===== config.mk =====
export PLATFORM = sky130hd
export DESIGN_NAME = fpk_flash_protection
export DESIGN_NICKNAME = d
export VERILOG_FILES = /design/src/hdl/fpk_pkg.sv /design/src/hdl/fpk_region_check.sv /design/src/hdl/fpk_flash_protection.sv
export SDC_FILE = /design/constraint.sdc
export NUM_CORES = 1
export LEC_CHECK = 0
export BUFFER_PORTS_ARGS = -buffer_cell sky130_fd_sc_hd__buf_2
export CELL_PAD_IN_SITES_DETAIL_PLACEMENT = 1
export CELL_PAD_IN_SITES_GLOBAL_PLACEMENT = 2
export CORE_ASPECT_RATIO = 1.2
export CORE_MARGIN = 4
export CORE_UTILIZATION = 35
export CTS_BUF_LIST = sky130_fd_sc_hd__clkbuf_4
export CTS_CLUSTER_DIAMETER = 80
export DETAILED_ROUTE_END_ITERATION = 6
export PLACE_DENSITY = 0.83
export SYNTH_ARGS = -nofsm -noshare
export SYNTH_HDL_FRONTEND = slang
export SYNTH_SLANG_ARGS = --single-unit

===== constraint.sdc =====
create_clock -name clk_sys -period 3.15 [get_ports clk_sys]
set_clock_uncertainty 0.15 [all_clocks]
set_input_delay 0.315 -clock clk_sys [delete_from_list [all_inputs] [get_ports clk_sys]]
set_output_delay 0.315 -clock clk_sys [all_outputs]
set_load 0.01 [all_outputs]

===== src/hdl/fpk_pkg.sv =====
// shared constants, field layouts and carrier types of the flash protection block
package fpk_pkg;

	// ----------------------------------------------------------------
	// register byte offsets on the ahb-lite bus
	// ----------------------------------------------------------------
	localparam logic [7:0] ADDR_STATUS = 8'h00;
	localparam logic [7:0] ADDR_INDEX  = 8'h04;
	localparam logic [7:0] ADDR_PROT   = 8'h08;
	localparam logic [7:0] ADDR_CCOB   = 8'h0c;
	localparam logic [7:0] ADDR_SEC    = 8'h10;

	// ----------------------------------------------------------------
	// field positions and reset values
	// ----------------------------------------------------------------
	localparam int STAT_COMPLETE = 7;
	localparam int STAT_VIOL     = 5;
	localparam int STAT_ACCERR   = 4;
	localparam int SEC_BACKDOOR_KEY_ENABLE_FIELD_LO  = 6;
	localparam int SEC_SECURED   = 0;
	localparam int INDEX_W       = 3;
	localparam int CCOB_W        = 16;
	localparam logic [7:0] PROT_FAULT_VALUE = 8'h7f;
	localparam logic [7:0] PROT_RESET_VALUE = 8'h7f;

	// ----------------------------------------------------------------
	// command object layout and command codes
	// ----------------------------------------------------------------
	localparam logic [2:0] CCOB_WORDS      = 3'h5;
	localparam logic [7:0] CMD_VERIFY_KEY  = 8'h0c;
	localparam logic [7:0] CMD_PROGRAM     = 8'h06;
	localparam logic [7:0] CMD_ERASE_BLOCK = 8'h09;
	localparam logic [1:0] KEY_ENABLED     = 2'h2;

	// ----------------------------------------------------------------
	// flash address map
	// ----------------------------------------------------------------
	localparam logic [22:0] HIGH_TOP         = 23'h7f_ffff;
	localparam logic [22:0] LOW_BASE         = 23'h7f_8000;
	localparam logic [22:0] PROT_BYTE_ADDR   = 23'h7f_ff0c;
	localparam logic [22:0] REGION_UNIT_SIZE = 23'h00_0800;
	localparam logic [6:0]  BLOCK0_ID        = 7'h7f;

	// ----------------------------------------------------------------
	// types
	// ----------------------------------------------------------------
	typedef struct packed {
		logic        popen;
		logic        reserved_nonvolatile_bit;
		logic        hdis;
		logic [1:0]  hs;
		logic        ldis;
		logic [1:0]  ls;
	} fpk_prot_t;

	typedef struct packed {
		logic        hsel;
		logic [31:0] haddr;
		logic [1:0]  htrans;
		logic        hwrite;
		logic [2:0]  hsize;
		logic [31:0] hwdata;
		logic        hready;
	} fpk_ahb_req_t;

	typedef struct packed {
		logic [7:0]             protByte;
		logic                   doubleFault;
		logic [1:0]             keyEnable;
		logic                   secured;
		logic [3:0][CCOB_W-1:0] key;
	} fpk_nv_t;

	typedef enum logic [2:0] {
		ST_LOAD = 3'h1,
		ST_IDLE = 3'h2,
		ST_EXEC = 3'h4
	} fpk_state_t;

	typedef struct packed {
		fpk_state_t             state;
		fpk_prot_t              prot;
		logic                   secured;
		logic [1:0]             backdoor_key_enable_field;
		logic                   cmdDone;
		logic                   viol;
		logic                   accErr;
		logic [INDEX_W-1:0]     index;
		logic [4:0][CCOB_W-1:0] ccob;
		logic                   dpWrite;
		logic                   dpRead;
		logic [7:0]             dpAddr;
		logic                   hreadyout;
		logic                   hresp;
		logic [31:0]            hrdata;
	} fpk_regs_t;

	// size in bytes of a region for a two-bit size field
	function automatic logic [22:0] regionSize(input logic [1:0] sz);
		regionSize = REGION_UNIT_SIZE << sz;
	endfunction

endpackage


===== src/hdl/fpk_region_check.sv =====
// decides whether an address or its whole block is protected
`timescale 1ns/100ps

module fpk_region_check (
	// protection setting
	input  wire fpk_pkg::fpk_prot_t prot,
	// global flash address under test
	input  wire logic [22:0]        addr,
	// verdicts
	output logic                    addrProtected,
	output logic                    blockProtected
);

	logic [22:0] hiStart;
	logic [22:0] loEnd;
	logic        inHigh;
	logic        inLow;
	logic        inBlock0;

	// region bounds: higher grows down from the top, lower grows up from its base
	assign hiStart  = 23'(fpk_pkg::HIGH_TOP - fpk_pkg::regionSize(prot.hs) + 23'h1);
	assign loEnd    = 23'(fpk_pkg::LOW_BASE + fpk_pkg::regionSize(prot.ls));
	assign inHigh   = !prot.hdis && (addr >= hiStart);
	assign inLow    = !prot.ldis && (addr >= fpk_pkg::LOW_BASE) && (addr < loEnd);
	assign inBlock0 = (addr[22:16] == fpk_pkg::BLOCK0_ID);

	// open regions are protected with popen set, unprotected with it clear
	assign addrProtected = prot.popen ? (inHigh || inLow) : !(inHigh || inLow);

	// every block is protected when popen is clear; with popen set block 0 is protected while a region is enabled
	assign blockProtected = prot.popen ? (inBlock0 && (!prot.hdis || !prot.ldis)) : 1'b1;

endmodule


===== src/hdl/fpk_flash_protection.sv =====
// flash protection register, backdoor key command and ahb-lite register slave
//
// The implementer's own choice: the AHB-Lite register port.
`timescale 1ns/100ps

// How it works
// - key command needs enable field to unlock
// - matching four key words release security
// - protection writes may only enlarge protection
// - protection byte loaded after reset
// - double fault loads fully protected value
// - program into protected area flags violation
// - block erase refused if block protected
// - popen clear: regions are unprotected
// - popen set: regions are protected
// - higher region ends at flash top
// - higher size writable only while disabled
// - lower region starts at lower base
// - lower size writable only while disabled
// - command complete flag sets when done
module fpk_flash_protection (
	// clock and reset
	input  wire logic                  clk_sys,
	input  wire logic                  rst_n,
	// ahb-lite slave
	input  wire fpk_pkg::fpk_ahb_req_t ahbReq,
	output logic                       hreadyout,
	output logic                       hresp,
	output logic [31:0]                hrdata,
	// nonvolatile configuration field
	input  wire fpk_pkg::fpk_nv_t      nvConfig,
	// block status
	output logic                       securedState,
	output logic [7:0]                 protectionByte,
	output logic                       commandComplete
);

	// ----------------------------------------------------------------
	// state
	// ----------------------------------------------------------------
	fpk_pkg::fpk_regs_t r;
	fpk_pkg::fpk_regs_t next_r;

	logic [31:0]        wdata;
	logic [7:0]         cmdCode;
	logic [22:0]        cmdAddr;
	logic               addrProtected;
	logic               blockProtected;
	logic               addrPhase;
	logic               keysMatch;
	fpk_pkg::fpk_prot_t protWrite;

	// ----------------------------------------------------------------
	// helper functions
	// ----------------------------------------------------------------

	// a region set covers another when it is open and at least as large
	function automatic logic covers(
		input logic       bigOpen,
		input logic [1:0] bigSize,
		input logic       smallOpen,
		input logic [1:0] smallSize
	);
		covers = !smallOpen || (bigOpen && (bigSize >= smallSize));
	endfunction

	// true when the new setting protects everything the old one did
	function automatic logic protGrows(
		input fpk_pkg::fpk_prot_t oldP,
		input fpk_pkg::fpk_prot_t newP
	);
		logic ok;
		ok = 1'b0;
		case ({oldP.popen, newP.popen})
			// both list protected regions: each must stay or grow
			2'b11: begin
				ok = covers(!newP.hdis, newP.hs, !oldP.hdis, oldP.hs)
					&& covers(!newP.ldis, newP.ls, !oldP.ldis, oldP.ls);
			end
			// both list unprotected holes: each must stay or shrink
			2'b00: begin
				ok = covers(!oldP.hdis, oldP.hs, !newP.hdis, newP.hs)
					&& covers(!oldP.ldis, oldP.ls, !newP.ldis, newP.ls);
			end
			// holes of the new setting must miss the old protected regions
			2'b10: begin
				ok = !(!oldP.hdis && !newP.hdis) && !(!oldP.ldis && !newP.ldis);
			end
			// going from mostly protected to regions only always shrinks
			default: begin
				ok = 1'b0;
			end
		endcase
		protGrows = ok;
	endfunction

	// size fields only take the written value while their region is disabled
	function automatic fpk_pkg::fpk_prot_t mergeProt(
		input fpk_pkg::fpk_prot_t oldP,
		input logic [7:0]         wr
	);
		fpk_pkg::fpk_prot_t m;
		m       = fpk_pkg::fpk_prot_t'(wr);
		m.hs    = oldP.hdis ? m.hs : oldP.hs;
		m.ls    = oldP.ldis ? m.ls : oldP.ls;
		mergeProt = m;
	endfunction

	// register writes act only while no command is in flight
	function automatic logic writeOpen(input fpk_pkg::fpk_regs_t s);
		writeOpen = s.cmdDone && (s.state == fpk_pkg::ST_IDLE);
	endfunction

	// all four user key words must equal the stored words
	function automatic logic keyWordsMatch(
		input logic [4:0][fpk_pkg::CCOB_W-1:0] words,
		input logic [3:0][fpk_pkg::CCOB_W-1:0] stored
	);
		logic same;
		same = 1'b1;
		for (int k = 0; k < 4; k++) begin
			same = same && (words[k+1] == stored[k]);
		end
		keyWordsMatch = same;
	endfunction

	// read multiplexer over the register map
	function automatic logic [31:0] readWord(input fpk_pkg::fpk_regs_t s);
		logic [31:0] d;
		d = 32'h0;
		case (s.dpAddr)
			fpk_pkg::ADDR_STATUS: begin
				d[fpk_pkg::STAT_COMPLETE] = s.cmdDone;
				d[fpk_pkg::STAT_VIOL]     = s.viol;
				d[fpk_pkg::STAT_ACCERR]   = s.accErr;
			end
			fpk_pkg::ADDR_INDEX: begin
				d[fpk_pkg::INDEX_W-1:0] = s.index;
			end
			fpk_pkg::ADDR_PROT: begin
				d[7:0] = s.prot;
			end
			fpk_pkg::ADDR_CCOB: begin
				if (s.index < fpk_pkg::CCOB_WORDS) begin
					d[fpk_pkg::CCOB_W-1:0] = s.ccob[s.index];
				end
			end
			fpk_pkg::ADDR_SEC: begin
				d[fpk_pkg::SEC_BACKDOOR_KEY_ENABLE_FIELD_LO+:2] = s.backdoor_key_enable_field;
				d[fpk_pkg::SEC_SECURED]     = s.secured;
			end
			default: begin
				d = 32'h0;
			end
		endcase
		readWord = d;
	endfunction

	// ----------------------------------------------------------------
	// command decode
	// ----------------------------------------------------------------

	// code in the high byte of word 0, address in words 1 and 2
	assign cmdCode   = r.ccob[0][15:8];
	assign cmdAddr   = {r.ccob[1][6:0], r.ccob[2]};
	assign wdata     = ahbReq.hwdata;
	assign protWrite = mergeProt(r.prot, wdata[7:0]);

	// user key words 0..3 sit at indices 1..4
	assign keysMatch = keyWordsMatch(r.ccob, nvConfig.key);

	// a transfer is taken when selected, nonsequential or sequential and the bus is ready
	assign addrPhase = ahbReq.hsel && ahbReq.htrans[1] && ahbReq.hready;

	// protection verdict for the commanded address
	fpk_region_check u_region (
		.prot           (r.prot),
		.addr           (cmdAddr),
		.addrProtected  (addrProtected),
		.blockProtected (blockProtected)
	);

	// ----------------------------------------------------------------
	// next state
	// ----------------------------------------------------------------
	always_comb begin
		next_r = r;

		// read data phase: present the word and release the bus
		next_r.dpWrite = 1'b0;
		if (r.dpRead) begin
			next_r.hrdata    = readWord(r);
			next_r.hreadyout = 1'b1;
			next_r.dpRead    = 1'b0;
		end

		// write data phase; writes are dropped while a command runs
		if (r.dpWrite && writeOpen(r)) begin
			case (r.dpAddr)
				// status: error flags clear by one, bit 7 launches
				fpk_pkg::ADDR_STATUS: begin
					if (wdata[fpk_pkg::STAT_VIOL]) begin
						next_r.viol = 1'b0;
					end
					if (wdata[fpk_pkg::STAT_ACCERR]) begin
						next_r.accErr = 1'b0;
					end
					if (wdata[fpk_pkg::STAT_COMPLETE]) begin
						next_r.cmdDone = 1'b0;
						next_r.state   = fpk_pkg::ST_EXEC;
					end
				end
				// command object index
				fpk_pkg::ADDR_INDEX: begin
					next_r.index = wdata[fpk_pkg::INDEX_W-1:0];
				end
				// protection: only changes that keep or enlarge it
				fpk_pkg::ADDR_PROT: begin
					if (protGrows(r.prot, protWrite)) begin
						next_r.prot = protWrite;
					end
				end
				// command object word at the current index
				fpk_pkg::ADDR_CCOB: begin
					if (r.index < fpk_pkg::CCOB_WORDS) begin
						next_r.ccob[r.index] = wdata[fpk_pkg::CCOB_W-1:0];
					end
				end
				default: begin
					next_r.dpWrite = 1'b0;
				end
			endcase
		end

		// address phase: reads stall one cycle, writes are zero-wait
		if (addrPhase) begin
			next_r.dpAddr = ahbReq.haddr[7:0];
			if (ahbReq.hwrite) begin
				next_r.dpWrite = 1'b1;
			end else begin
				next_r.dpRead    = 1'b1;
				next_r.hreadyout = 1'b0;
			end
		end

		// command sequencing
		case (r.state)
			// first cycle after reset: take the nonvolatile settings
			fpk_pkg::ST_LOAD: begin
				if (nvConfig.doubleFault) begin
					next_r.prot = fpk_pkg::fpk_prot_t'(fpk_pkg::PROT_FAULT_VALUE);
				end else begin
					next_r.prot = fpk_pkg::fpk_prot_t'(nvConfig.protByte);
				end
				next_r.secured = nvConfig.secured;
				next_r.backdoor_key_enable_field   = nvConfig.keyEnable;
				next_r.cmdDone = 1'b1;
				next_r.state   = fpk_pkg::ST_IDLE;
			end
			fpk_pkg::ST_IDLE: begin
				next_r.hresp = 1'b0;
			end
			// one-cycle execution; flags set here win over any clear
			fpk_pkg::ST_EXEC: begin
				case (cmdCode)
					// key check, gated by the enable field
					fpk_pkg::CMD_VERIFY_KEY: begin
						if (r.backdoor_key_enable_field != fpk_pkg::KEY_ENABLED) begin
							next_r.accErr = 1'b1;
						end else if (keysMatch) begin
							next_r.secured = 1'b0;
						end else begin
							next_r.secured = r.secured;
						end
					end
					// program only checks the target address
					fpk_pkg::CMD_PROGRAM: begin
						if (addrProtected) begin
							next_r.viol = 1'b1;
						end
					end
					// block erase needs the whole block open
					fpk_pkg::CMD_ERASE_BLOCK: begin
						if (blockProtected) begin
							next_r.viol = 1'b1;
						end
					end
					// unknown codes are access errors
					default: begin
						next_r.accErr = 1'b1;
					end
				endcase
				next_r.cmdDone = 1'b1;
				next_r.state   = fpk_pkg::ST_IDLE;
			end
			default: begin
				next_r.state = fpk_pkg::ST_IDLE;
			end
		endcase
	end

	// ----------------------------------------------------------------
	// state register
	// ----------------------------------------------------------------

	// reset leaves the array fully protected and secured until the load
	always_ff @(posedge clk_sys or negedge rst_n) begin
		if (!rst_n) begin
			r.state     <= fpk_pkg::ST_LOAD;
			r.prot      <= fpk_pkg::fpk_prot_t'(fpk_pkg::PROT_RESET_VALUE);
			r.secured   <= 1'b1;
			r.backdoor_key_enable_field     <= 2'h0;
			r.cmdDone   <= 1'b0;
			r.viol      <= 1'b0;
			r.accErr    <= 1'b0;
			r.index     <= 3'h0;
			r.ccob      <= '0;
			r.dpWrite   <= 1'b0;
			r.dpRead    <= 1'b0;
			r.dpAddr    <= 8'h00;
			r.hreadyout <= 1'b1;
			r.hresp     <= 1'b0;
			r.hrdata    <= 32'h0;
		end else begin
			r <= next_r;
		end
	end

	// ----------------------------------------------------------------
	// outputs
	// ----------------------------------------------------------------

	// every output is a field of the state register
	assign hreadyout       = r.hreadyout;
	assign hresp           = r.hresp;
	assign hrdata          = r.hrdata;
	assign securedState    = r.secured;
	assign protectionByte  = r.prot;
	assign commandComplete = r.cmdDone;

endmodule


After elaboration in Yosys (flattened, before gate mapping):

Index checks and enable logic that the tools add are counted.

* bits in registers: 127
* bits in latches: 0
* RAM bits: 0
* memory bits (read-only): 0
* output and inout port bits: 44
* memories kept: 0

* add/sub/neg operators: 3
* multipliers: 0
* div/mod/pow operators: 0
* order comparisons: 10
* equal/unequal tests: 24
* shift operators: 2
* multiplexer cells: 52
* bitwise gates (word level): 0
* reductions and logical operators: 51

Operator list (number)
* $mux W80: 2
* $mux W87: 1
* $bwmux W80: 1
* $eq A16 B16 Y1: 4
* $bmux W16 S3: 1
* $demux W16 S3: 1
* $mux W16: 3
* $shl A12 B2 Y23 const A: 2
* $mux W8: 5
* $eq A8 B4 Y1 const B: 4
* $add A23 B1 Y23 const B: 1
* $add A23 B23 Y23 const A: 1
* $ge A23 B23 Y1: 1
* $ge A23 B23 Y1 const B: 1
* $lt A23 B23 Y1: 1
* $sub A23 B23 Y23 const A: 1
* $mux W11: 2
* $logic_and A1 B1 Y1: 21
* $mux W1: 18
* $eq A8 B3 Y1 const B: 2
* $mux W3: 5
* $reduce_bool A2 Y1: 7
* $pmux W2 S3: 2
* $reduce_and A3 Y1: 4
* 23 further kinds: 51

Depth between registers and ports, before layout:

* depth after elaboration: 12
* gate-level depth with buffers: 12

Cells and area by module:

A second synthesis with hierarchy kept.

* cells, all modules: 687
* area, all modules: 7593.5 µm²

Modules (own cells, without submodules)
* fpk_flash_protection: times used 1, cells an instance 639, area each 7214.4 µm²
* fpk_region_check: times used 1, cells an instance 48, area each 379.1 µm²

Worst setup path after synthesis:

OpenSTA, ideal clock, no wires.

* path type: flip-flop to flip-flop
* from: register, netlist name protectionByte[2]
* to: register, netlist name protectionByte[1]
* library setup time: 0.062 ns
* arrival: 2.513 ns
* data required time: 2.938 ns
* path slack: 0.425 ns
* cell stages (with the launch flop): 11
* buffers on the path: 1
* period minus slack after synthesis: 2.725 ns
* path through: dfstp_2 > clkbuf_1 > mux2i_1 > ha_1 > nor2b_1 > a2bb2oi_1 > nor2_1 > o22ai_1 > a221oi_4 > mux2i_1 > o21a_1

* cells in the longest elaborated chain, start to end: 10

Ends and longest elaborated chain
* $mux W2: line fpk_flash_protection.sv:105 `m.ls = oldP.ldis ? m.ls : oldP.ls;`
* $ge A2 B2 Y1: line fpk_flash_protection.sv:64 `covers = !smallOpen || (bigOpen && (bigSize >= smallSize));`
* $logic_and A1 B1 Y1: line fpk_flash_protection.sv:64
* $logic_or A1 B1 Y1: line fpk_flash_protection.sv:64
* $logic_and A1 B1 Y1, on equally long branches: line fpk_flash_protection.sv:83, fpk_flash_protection.sv:78
* $pmux W1 S3: line fpk_flash_protection.sv:74 `case ({oldP.popen, newP.popen})`
* $mux W1: line fpk_flash_protection.sv:199 `case (r.dpAddr)`
* $mux W1: line fpk_flash_protection.sv:198 `if (r.dpWrite && writeOpen(r)) begin`
* $reduce_bool A2 Y1 (no source line)
* $reduce_and A3 Y1 (no source line)

Parallel ways exist; a longest one is shown, timed or not. The select of a mux whose other input is x is not followed.
A chain may end at the register's enable or synchronous reset.

==> results.tsv <==
metric	value	unit
status	finished, final reports clean	
post-route clock period utilization	92.9	%
critical path required time	3.50	ns
RSZ-0062 raised after global routing	no	
CTS tree	built	
crit end category	flip-flop	
final worst setup slack	0.223	ns
worst-case register-to-register setup slack	0.22	ns
Slew @ Worst Pin	0.752	ns
setup violators final	0	
post-route ant nets	0	
critical path type	flip-flop to flip-flop	
Post-synth EDFFs	0	
maximum VDD drop	0.196	mV
PortBufs	132	
Adder-Cell Fraction of Synth Area	3.13	%
LEAKAGE	4.12	nW
clock share of power	30.1	%
top cells by count, synth	dfrtp_1 (117), mux2_2 (64), xnor2_1 (44)	
TritonCTS Buffers	17	
most common cell in the synthesized netlist	dfrtp_1	
post-synthesis mux area share	20.3	%
Slew HR	49.8	%
effective utilization at floorplan	35.9	%
synthesized area per cell	11.4	sq um
DIE WIDTH	142	um
final wirelength	24.8	mm
Comb power frac	17.8	%
postcts setup bufs	0	
CTS sink cnt	127	
area leader, netlist	dfrtp_1	
grt total ovfl	0	
post-synthesis cell area	7590	sq um
YS warnings	0	
H-tree levels	4	
Final min period	2.93	ns
setup TNS	0	ns
# rows	58	
vias per inst	5.26	
Arr. time, crit path	3.28	ns
Max-cap violations	0	
DP HPWL	18.6	mm
Final Hold Viols	0	
Setup Slack @ Placement	0.275	ns
sequential area share after synthesis	42.0	%
DR vias	5888	
Clock Path Buffers	2	
Synth Area in Simple Gates	10.8	%
GPL Wtd Cong	0.923	
peak fanout along the critical path	10	
area of the core	21100	sq um
clk_lat worst skew	0.57	ns
P&R area growth vs syn	19.5	%
Cell variety after synth	65	
largest net degree at the start of global routing	55	
layout cell share with drive strength beyond 1	36.0	%
Total Nets Final	1004	
maximum clock rate	0.342	GHz
initial antenna violation count	1	
Non-Filler Instances	1119	
GRT Overall Usage	20.9	%
worst min-delay path class	input pin to flip-flop	
Root Driver	clkbuf_4	
Slew Limit Fails	0	
Internal	2.45	mW
full die area	24100	sq um
Synth Area in Compound Gates	10.4	%
share of the synthesized area in the top cell type	38.6	%
cell count after synthesis	668	
drt pass-1 iters	4	
Clock Pin Slew Worst Setup and Hold Paths	0.12	ns
final core utilization	42.9	%
main combinational cell family by area after synthesis	multiplexers	
number of global-route vias before repair	6432	
WL/cell	22.2	um
global-route wire length before repair	38.1	mm
switching power	1.11	mW
Synth Area in XOR/XNOR	5.42	%
most used flip-flop cell after synthesis	dfrtp_1	
switching part of the total power	31.1	%
IO Pins	194	
largest cells by area after synthesis	dfrtp_1 (39%), mux2_2 (9.5%), xnor2_1 (5.1%)	
flops & latches, synth	127	
async set or reset register ratio after synthesis	100	%
Design Area, Final	9060	sq um
CP startpoint kind	flip-flop	
Residual DRC	0	
Pwr Density	392	nW/um^2
share of power burned in registers	52.1	%
Post-Place Cell Area	8350	sq um
DR iter-0 viols	327	
Post-Place Cells	1040	
die height	169	um
-- cells by family after synthesis --
| family | count (synthesis) |
|---|---|
| simple gates | 145 |
| xor+xnor | 47 |
| mux | 114 |
| fa+ha+maj | 19 |
| buf+inv | 104 |
| compound gates | 111 |
| other cells | 1 |
| flops | 127 |
-- layout make-up --
class | instances | area [sq um]
fill | 2404 | 12100
multi-input combinational | 456 | 3880
sequential | 127 | 3190
timing repair buffer | 195 | 1260
tap | 270 | 338
inverter | 38 | 143
clock buffer | 18 | 135
clock inverter | 14 | 116
antenna | 1 | 2.50
-- stage by stage --
stage	total power, mW	hold slack, ns
floorplan	2.23	-0.131
global placement	2.46	0.247
detailed placement	2.48	0.253
CTS	3.59	0.0945
global route	3.73	0.137
finish	3.55	0.138
-- path summary, 6_finish.rpt --
kind | start | endpoint | cells past startpoint
max in group asynchronous | rst_n | hrdata[10] | 3
min in group asynchronous | rst_n | hrdata[11] | 2
hold reg to reg | hreadyout | hreadyout | 2
setup reg to reg | protectionByte[4] | r[128] | 12
setup / recovery | protectionByte[4] | r[128] | 12
hold / removal | ahbReq[38] | r[43] | 3
-- critical path, stage by stage, from the launching register on --
cell and delay (ns):
dfstp_2 0.68, and2_1 0.19, inv_1 0.05, ha_1 0.27, inv_1 0.05, ha_1 0.28, nand4_1 0.13, a21oi_1 0.07
o31a_1 0.29, o211ai_1 0.15, and3_1 0.21, mux2i_1 0.20, a22o_1 0.14
-- per-layer routing --
metal	track usage, %	vias to the layer above	routed length (um)
met2	35.8	176	12700
met1	26.9	2968	10400
li1	-	2716	-
met4	6.99	0	584
met5	0	-	0
met3	3.61	28	1140
-- cells in the final DEF (no fill, tap or decap), types with 4 or more instances in the layout --
master / synthesis / layout
a21oi_1: 24 / 24
a221oi_1: 4 / 4
a22o_1: 12 / 12
a22oi_1: 13 / 13
and2_1: 5 / 5
and3_1: 5 / 5
buf_2: 1 / 131
buf_4: 43 / 17
clkbuf_4: 0 / 18
clkinvlp_4: 0 / 5
conb_1: 1 / 20
dfrtp_1: 117 / 117
dfstp_2: 10 / 10
dlygate4sd3_1: 0 / 46
ha_1: 19 / 19
inv_1: 37 / 37
mux2_2: 64 / 64
mux2_4: 24 / 24
mux2i_1: 10 / 10
mux4_2: 16 / 16
nand2_1: 31 / 31
nand2b_1: 5 / 5
nand3_1: 7 / 7
nand4_1: 15 / 15
nor2_1: 28 / 28
nor2b_1: 10 / 10
nor3_1: 10 / 9
nor4_1: 10 / 10
o21ai_0: 15 / 15
o22ai_1: 15 / 15
o2bb2ai_1: 5 / 5
xnor2_1: 44 / 44
-- repair_timing --
item | 4_1_cts | 5_1_grt
hold buffers | 46 | 0
resized for setup | 0 | 0
hold endpoints to repair | 137 | 0
-- power by group through the flow --
stage               clock network (mW)  registers [mW]  logic (mW)
finish                            1.07            1.85       0.632
global route                      1.17            1.87       0.696
CTS                               1.10            1.85       0.637
detailed placement                   0            1.88       0.598
global placement                     0            1.88       0.588
floorplan                            0            1.83       0.399
No activity file was read; power rests on OpenSTA's default activity.
